File: src/shared/ivm_defines.svh
// constants for the interrupt vector mapping block
`ifndef IVM_DEFINES_SVH
`define IVM_DEFINES_SVH
`define IVM_NUM_VEC      24
`define IVM_VEC_W        5
`define IVM_ADDR_W       8
`define IVM_VEC_RESET    5'h00
`define IVM_VEC_NMI      5'h01
`define IVM_VEC_VLM      5'h02
`define IVM_VEC_RTC      5'h03
`define IVM_VEC_TICK     5'h04
`define IVM_VEC_CCL      5'h05
`define IVM_VEC_PA       5'h06
`define IVM_VEC_TA_OVF   5'h07
`define IVM_VEC_TA_UNF   5'h08
`define IVM_VEC_TA_CMP0  5'h09
`define IVM_VEC_TA_CMP1  5'h0A
`define IVM_VEC_TA_CMP2  5'h0B
`define IVM_VEC_TB0      5'h0C
`define IVM_VEC_TB1      5'h0D
`define IVM_VEC_TW_TGT   5'h0E
`define IVM_VEC_TW_CTL   5'h0F
`define IVM_VEC_SPI      5'h10
`define IVM_VEC_SP_RXC   5'h11
`define IVM_VEC_SP_DRE   5'h12
`define IVM_VEC_SP_TXC   5'h13
`define IVM_VEC_PD       5'h14
`define IVM_VEC_CMP      5'h15
`define IVM_VEC_CNV_RDY  5'h16
`define IVM_VEC_CNV_WIN  5'h17
`define IVM_VEC_FIRST_MASK 5'h02
`define IVM_REQ_ZERO     24'h00_0000
`define IVM_ADDR_ZERO    8'h00
`define IVM_VEC_ZERO     5'h00
`endif

File: src/shared/ivm_pkg.sv
// types for the interrupt vector mapping block
package ivm_pkg;
   typedef enum logic [2:0] {
      IVM_IDLE    = 3'b001,
      IVM_PRESENT = 3'b010,
      IVM_WAIT    = 3'b100
   } ivm_state_t;
endpackage : ivm_pkg

File: src/rtl/ivm_prio_enc.sv
// lowest-number-first priority encoder over the request vector
`timescale 1ns/1ps
`include "ivm_defines.svh"
module ivm_prio_enc (
   // request side
   input  wire logic [`IVM_NUM_VEC-1:0] req,
   // result side
   output logic                         any,
   output logic [`IVM_VEC_W-1:0]        vec
);
   // scan from the top so the lowest set index wins last
   always_comb begin
      any = 1'b0;
      vec = `IVM_VEC_ZERO;
      for (int i = `IVM_NUM_VEC - 1; i >= 0; i--) begin
         if (req[i]) begin
            any = 1'b1;
            vec = i[`IVM_VEC_W-1:0];
         end
      end
   end
endmodule : ivm_prio_enc

File: src/rtl/ivm_top.sv
// interrupt vector mapping: request gating and vector selection
`timescale 1ns/1ps
`include "ivm_defines.svh"
// Functional notes
// RL1: peripheral event sets its own flag bit
// RL2: each source has its own enable bit
// RL3: request only when enable and flag set
// RL4: request stays active until flag cleared
// RL5: global enable gates every maskable request
// RL6: vector address is twice vector number
// RL7: vector 0 reset, vector 1 crc nmi
// RL8: vector 2 voltage monitor, 5 custom logic
// RL9: vector 3 counter match, 4 periodic tick
// RL10: timer a vectors 7 to 11
// RL11: timer b 12,13; two-wire 14,15
// RL12: serial periph 16; serial port 17-19
// RL13: ports 6 and 20, comparator 21
// RL14: converter ready 22, window 23
// RL15: lowest pending vector number served first
module ivm_top
   import ivm_pkg::*;
(
   // clock and reset
   input  wire logic                     sys_clk,
   input  wire logic                     rst_n,
   // global enable from the core status
   input  wire logic                     global_int_en,
   // crc scan non-maskable request
   input  wire logic                     crc_nmi_flag,
   // peripheral flags, one per source (set by the peripheral)
   // voltage level monitor
   input  wire logic                     vlm_flag,
   input  wire logic                     vlm_en,
   // real-time counter match and periodic tick
   input  wire logic                     rtc_flag,
   input  wire logic                     rtc_en,
   input  wire logic                     tick_flag,
   input  wire logic                     tick_en,
   // custom logic unit
   input  wire logic                     ccl_flag,
   input  wire logic                     ccl_en,
   // pin port a
   input  wire logic                     pa_flag,
   input  wire logic                     pa_en,
   // timer a: overflow, underflow, compare 0 to 2
   input  wire logic [4:0]               ta_flag,
   input  wire logic [4:0]               ta_en,
   // timer b units zero and one, capture
   input  wire logic [1:0]               tb_flag,
   input  wire logic [1:0]               tb_en,
   // two-wire port: target, controller
   input  wire logic [1:0]               tw_flag,
   input  wire logic [1:0]               tw_en,
   // serial peripheral port zero
   input  wire logic                     spi_flag,
   input  wire logic                     spi_en,
   // serial port zero: rx done, data empty, tx done
   input  wire logic [2:0]               sp_flag,
   input  wire logic [2:0]               sp_en,
   // pin port d
   input  wire logic                     pd_flag,
   input  wire logic                     pd_en,
   // analog comparator
   input  wire logic                     cmp_flag,
   input  wire logic                     cmp_en,
   // converter: result ready, window compare
   input  wire logic [1:0]               cnv_flag,
   input  wire logic [1:0]               cnv_en,
   // core handshake
   output logic                          irq_valid,
   input  wire logic                     irq_ack,
   output logic [`IVM_VEC_W-1:0]         irq_vector,
   output logic [`IVM_ADDR_W-1:0]        irq_addr,
   output logic                          irq_is_nmi,
   // raw gated requests, one bit per vector
   output logic [`IVM_NUM_VEC-1:0]       req_lines
);
   // flags and enables gathered by vector number
   logic [`IVM_NUM_VEC-1:0] flag_vec;
   logic [`IVM_NUM_VEC-1:0] en_vec;
   logic [`IVM_NUM_VEC-1:0] level_req;
   logic [`IVM_NUM_VEC-1:0] gated_req;
   logic                    pend_any;
   logic [`IVM_VEC_W-1:0]   pend_vec;
   logic [`IVM_VEC_W-1:0]   held_vec;
   ivm_state_t              state;
   ivm_state_t              next_state;
   logic [`IVM_VEC_W-1:0]   next_held;
   logic                    held_live; // held slot still requesting

   // vector address is vector number doubled
   // vectors are one word apart, so a shift is all it takes
   function automatic logic [`IVM_ADDR_W-1:0] vec_to_addr(
      input logic [`IVM_VEC_W-1:0] v);
      vec_to_addr = {2'b00, v, 1'b0}; // RL6
   endfunction : vec_to_addr

   // slot 0 is reset entry and never requests
   // flags arrive from each peripheral's own register
   assign flag_vec = {cnv_flag,            // RL14
                      cmp_flag,            // RL13
                      pd_flag,             // RL13
                      sp_flag,             // RL12
                      spi_flag,            // RL12
                      tw_flag,             // RL11
                      tb_flag,             // RL11
                      ta_flag,             // RL10
                      pa_flag,             // RL13
                      ccl_flag,            // RL8
                      tick_flag,           // RL9
                      rtc_flag,            // RL9
                      vlm_flag,            // RL8
                      crc_nmi_flag,        // RL7
                      1'b0};               // RL1 RL7
   // enable bits per source; nmi cannot be masked
   // order must match the flag map bit for bit
   assign en_vec   = {cnv_en,              // vectors 23,22
                      cmp_en,              // vector 21
                      pd_en,               // vector 20
                      sp_en,               // vectors 19 to 17
                      spi_en,              // vector 16
                      tw_en,               // vectors 15,14
                      tb_en,               // vectors 13,12
                      ta_en,               // vectors 11 to 7
                      pa_en,               // vector 6
                      ccl_en,              // vector 5
                      tick_en,             // vector 4
                      rtc_en,              // vector 3
                      vlm_en,              // vector 2
                      1'b1,                // nmi, always enabled
                      1'b0};               // reset entry // RL2

   // level request: enable and flag together, no latching
   assign level_req = flag_vec & en_vec; // RL3 RL4

   // global enable gates all but the non-maskable slot
   assign gated_req = level_req &
      ({`IVM_NUM_VEC{global_int_en}} | `IVM_NUM_VEC'(`IVM_VEC_FIRST_MASK));
                                                      // RL5 RL7
   assign req_lines = gated_req;
   // held slot re-checked each cycle, so a cleared flag withdraws it
   assign held_live = gated_req[held_vec]; // RL4

   // lowest vector wins
   // fixed order: a busy low vector can starve higher ones
   ivm_prio_enc u_prio (
      .req (gated_req),
      .any (pend_any),
      .vec (pend_vec)
   ); // RL15

   // present one vector, hold it stable until the core acks
   // a newly raised lower vector waits: switching the vector
   // under a core that is already fetching would hand it a
   // torn address; the cost is one extra round of latency
   // the wait state gives the handler one cycle to clear its
   // flag before the next choice, so it is not served twice
   always_comb begin
      next_state = state;
      next_held  = held_vec;
      case (state)
         IVM_IDLE: begin
            if (pend_any) begin
               next_state = IVM_PRESENT;
               next_held  = pend_vec; // RL15
            end
         end
         IVM_PRESENT: begin
            // withdrawn requests are dropped, not served late
            if (!held_live) begin
               next_state = IVM_IDLE; // RL4
            end else if (irq_ack) begin
               next_state = IVM_WAIT;
            end
         end
         IVM_WAIT: begin
            // one quiet cycle so handler can clear the flag
            next_state = IVM_IDLE;
         end
         default: begin
            next_state = IVM_IDLE;
         end
      endcase
   end

   // state register
   always_ff @(posedge sys_clk) begin
      if (!rst_n) begin
         // nothing held, nothing presented
         state    <= IVM_IDLE;
         held_vec <= `IVM_VEC_ZERO;
      end else begin
         // advance the handshake
         state    <= next_state;
         held_vec <= next_held;
      end
   end

   // outputs from the held vector
   assign irq_valid = (state == IVM_PRESENT) & held_live;
   // vector, address and nmi mark registered together
   always_ff @(posedge sys_clk) begin
      if (!rst_n) begin
         // core sees the reset entry while in reset
         irq_vector <= `IVM_VEC_ZERO;
         irq_addr   <= `IVM_ADDR_ZERO;
         irq_is_nmi <= 1'b0;
      end else begin
         irq_vector <= next_held;
         irq_addr   <= vec_to_addr(next_held); // RL6
         irq_is_nmi <= (next_held == `IVM_VEC_NMI); // RL7
      end
   end
endmodule : ivm_top

File: config.mk
export PLATFORM = sky130hd
export DESIGN_NAME = ivm_top
export DESIGN_NICKNAME = d
export VERILOG_FILES = /design/src/shared/ivm_pkg.sv /design/src/rtl/ivm_prio_enc.sv /design/src/rtl/ivm_top.sv
export VERILOG_INCLUDE_DIRS = /design/src /design/src/shared
export SDC_FILE = /design/constraint.sdc
export NUM_CORES = 1
export LEC_CHECK = 0
export BUFFER_PORTS_ARGS = -buffer_cell sky130_fd_sc_hd__buf_4
export CAP_MARGIN = 10
export CORE_ASPECT_RATIO = 1.25
export CORE_MARGIN = 5
export CORE_UTILIZATION = 34
export DETAILED_ROUTE_END_ITERATION = 16
export PLACE_DENSITY_LB_ADDON = 0.05
export SYNTH_ARGS = -nofsm -noshare
export SYNTH_HDL_FRONTEND = slang
export SYNTH_SLANG_ARGS = --single-unit
File: constraint.sdc
create_clock -name sys_clk -period 3.5 [get_ports sys_clk]
set_input_delay 0.35 -clock sys_clk [delete_from_list [all_inputs] [get_ports sys_clk]]
set_output_delay 0.35 -clock sys_clk [all_outputs]
set_load 0.005 [all_outputs]
==> run summary <==
The run finished with clean final reports. The area added between synthesis and finish is 52.7%. The slew at the pin closest to its max-slew limit came out at 0.914 ns. The async set or reset register ratio after synthesis is 0%. The effective utilization at floorplan came out at 34.7%. In the routed design, unresolved DRC markers number 0.

Setup repair after global routing left no endpoint under its margin. The clock tree buffer depth came out at 2. The total of endpoints with negative setup slack in the final report came out at 0. The warning count from the yosys run is 0. The routed length per placed instance came out at about 15 microns. In the synthesized netlist the dominant register cell turns out to be dfxtp_1. The layout cell share with drive strength beyond 1 is about two fifths. The data arrival time of the critical path came out at 2.33 ns. The total vias in the final route came out at 1505. The final RePlAce weighted congestion is 0.811. The minimum setup slack after placement came out at 1.03 ns.

The fraction of power spent switching nets came out at 34.1%. The critical path is of the reg2out type. The tightest min-delay check is of the in2reg type. The area share of the leading cell type in the synthesized netlist is 15.0%. The max-slew violation total from the final report is 0. In this run, synthesis produced a sequential element count of 9. The power share of the combinational group came out at 48.9%. The critical path required time is 3.15 ns. The floorplan row count came out at 24. The layout has 347 filler cells. The peak fanout along the critical path came out at 11. Counting the buffers created by CTS gives 3. The remaining antenna violation count is 0. The post-CTS setup repair buffer count is 0.

The worst hold path begins at irq_ack. The number of H-tree branching levels is 1. The number of antenna diodes in the final layout is 0.

The core outline area came out at 0.00345 sq mm. The clock tree from TritonCTS is built. For this design the static power due to leakage is 0.885 nW. The iteration-0 DRC count of the detailed router came out at 50. The post-cts repair resize count is 0. The first-pass iteration count of the detailed router came out at 4. Counting distinct cell types in the post-synthesis netlist gives 42. The overall die height came out at 76.4 microns.

In this run the clock root is driven by a clkbuf_8. Max-cap violations in this run came to 0. The later-pin clock latency in the skew report came out at approximately 0.23 ns. The max-slew headroom at the worst pin came out at 39.0%. The post-synthesis cell count came out at 165.

The number of global-route vias before repair is 1466. Dividing the synthesized area by the synthesized cell count gives 7.26 sq um. Hold repair after CTS inserted 0 buffers. The maximum number of pins on one net before global-route repair came out at 30. The synthesized netlist occupies a cell area of ~0.0012 sq mm. The die width came out at ~63 microns. STA classifies the critical path endpoint as an output port. The proportion of synthesized chip area in sequential cells is around 15%. Setup slack on the critical path of the routed design comes to 0.820 ns. The total power divided by cell area came out at 274 mW/mm^2. The final number of hold-violating endpoints is 0. The number of synthesized flops with an enable pin is 0. Yosys attributes the largest share of cell area to dfxtp_1 (15%), mux4_2 (9.4%), nand2_1 (7.5%), o21ai_0 (7.1%), buf_4 (6.3%). The area enclosed by the die boundary is 0.00482 sq mm. The number of antenna violations at the first check in global routing is 0.

Clock skew on the completed layout was measured at between 0.001 and 0.0015 ns. The most frequent cell after synthesis is nand2_1. The worst setup path is launched from a flip-flop. The post-route minimum period came out at 2.68 ns.

Counting instances in the post-synthesis netlist gives the leading cell types as nand2_1 (24), nor2_1 (19), o21ai_0 (17), buf_4 (10). The maximum clock frequency came out at 0.373 GHz. The via-per-instance ratio came out at around 5.4.

Dividing the final minimum period by the clock period gives 76.6%. Clock tree synthesis found a total of 9 sinks. The largest voltage drop on the vdd net came out at 0.000266 V. For flop-to-flop paths, the worst setup slack is 1.16 ns.

The wire length of the first global-routing pass is 6.62 mm. In this run the tool buffered the top-level ports with 83 buffer cells. The share of total power in sequential cells is 27.3%. The worst register-to-register path begins at irq_addr[2]. The clock share of power is a little under a quarter. The number of nets at the end of the flow is 289. Global routing finished with a remaining overflow of 0. The power spent charging and discharging nets came out at around 0.17 mW.

The total global-route track usage came out at between 15 and 20%. In this run the worst setup path begins at irq_addr[2]. Wires add up to ~4.2 mm. The post-layout total power came out at 0.501 mW. The internal power consumption came out at 0.330 mW. The estimated wirelength of the detail-placed design came out at 3.55 mm.

The clock slew at the register clock pins of the worst setup and hold paths came out at ~0.04 ns. dfxtp_1 takes more of the synthesized area than any other cell. The number of primary I/O pins came out at 88.

The final setup TNS came out at 0 ns.
sequential cells by signal, indices dropped and copies added (netlist names):
signal / cells
irq_addr: 5
irq_is_nmi: 1
state: 3
cells in the final DEF, fill, tap and decap left out, types with 2 or more instances in the layout:
cell       n
a22o_1     7
nand2_1   24
nand4_1    3
clkbuf_8   3
a32o_1     2
and4_1     2
nor2b_1    2
nand3_1    4
nor3b_1    2
nand2b_1   2
and2_1     6
and3_1     8
mux4_2     5
buf_4     84
a311oi_1   3
o21ai_0   17
o31ai_1    2
nor2_1    19
dfxtp_1    9
nor3_1     2
a21oi_1    9
conb_1     4
power groups by stage:
| stage | clock (mW) | combinational [mW] | sequential (mW) |
|---|---|---|---|
| 2_1_floorplan | 0 | 0.154 | 0.126 |
| 3_3_place_gp | 0 | 0.241 | 0.138 |
| 3_5_place_dp | 0 | 0.246 | 0.139 |
| 4_1_cts | 0.122 | 0.247 | 0.137 |
| 5_1_grt | 0.130 | 0.267 | 0.140 |
| 6_report | 0.119 | 0.245 | 0.137 |
per-stage QoR:
stage	utilization, %	instance area, sq um	hold WS [ns]	cells
after CTS	53.0	1830	0.317	278
final	53.0	1830	0.320	278
after global routing	53.0	1830	0.322	278
after global placement	51.7	1790	0.547	274
after floorplan	-	1210	0.442	168
after detailed placement	51.7	1790	0.561	274
path summary, 6_finish.rpt:
check / endpoint / depth (start not counted)
hold / removal: state[1] / 2
setup reg to reg: state[1] / 6
hold reg to reg: irq_addr[5] / 2
setup / recovery: irq_valid / 5
cell families (layout without fill, tap and decap cells):
group                  after synthesis  in the layout  share of synthesized area, %
DFF                                  9              9                          15.0
buffers and inverters               19             90                          9.29
other                                1              4                         0.313
muxes                                7              7                          11.5
AOI/OAI and AO/OA                   48             48                          28.2
and+or+nand+nor                     81             81                          35.7
final cells by class:
class / instances / area, sq um / share of cell area, %
multi-input combinational: 140 / 918 / 50.2
timing repair buffer: 84 / 631 / 34.4
inverter: 2 / 7.51 / 0.410
clock buffer: 4 / 45.0 / 2.46
tap: 39 / 48.8 / 2.67
sequential: 9 / 180 / 9.84
layer usage:
metal	global-route usage (%)	up-vias	part of all wire (%)
li1	-	749	-
met1	19.4	701	39
met2	29.6	50	53
met3	2.80	5	6.6
met4	5.10	0	1.3
met5	0	-	0
worst max-delay path, cell delays in order (launching register included):
cell and delay, ns:
dfxtp_1 0.65, mux4_2 0.56, o31ai_1 0.20, a21oi_1 0.10
o31ai_1 0.40, buf_4 0.19
(Power assumes the default switching activity.)
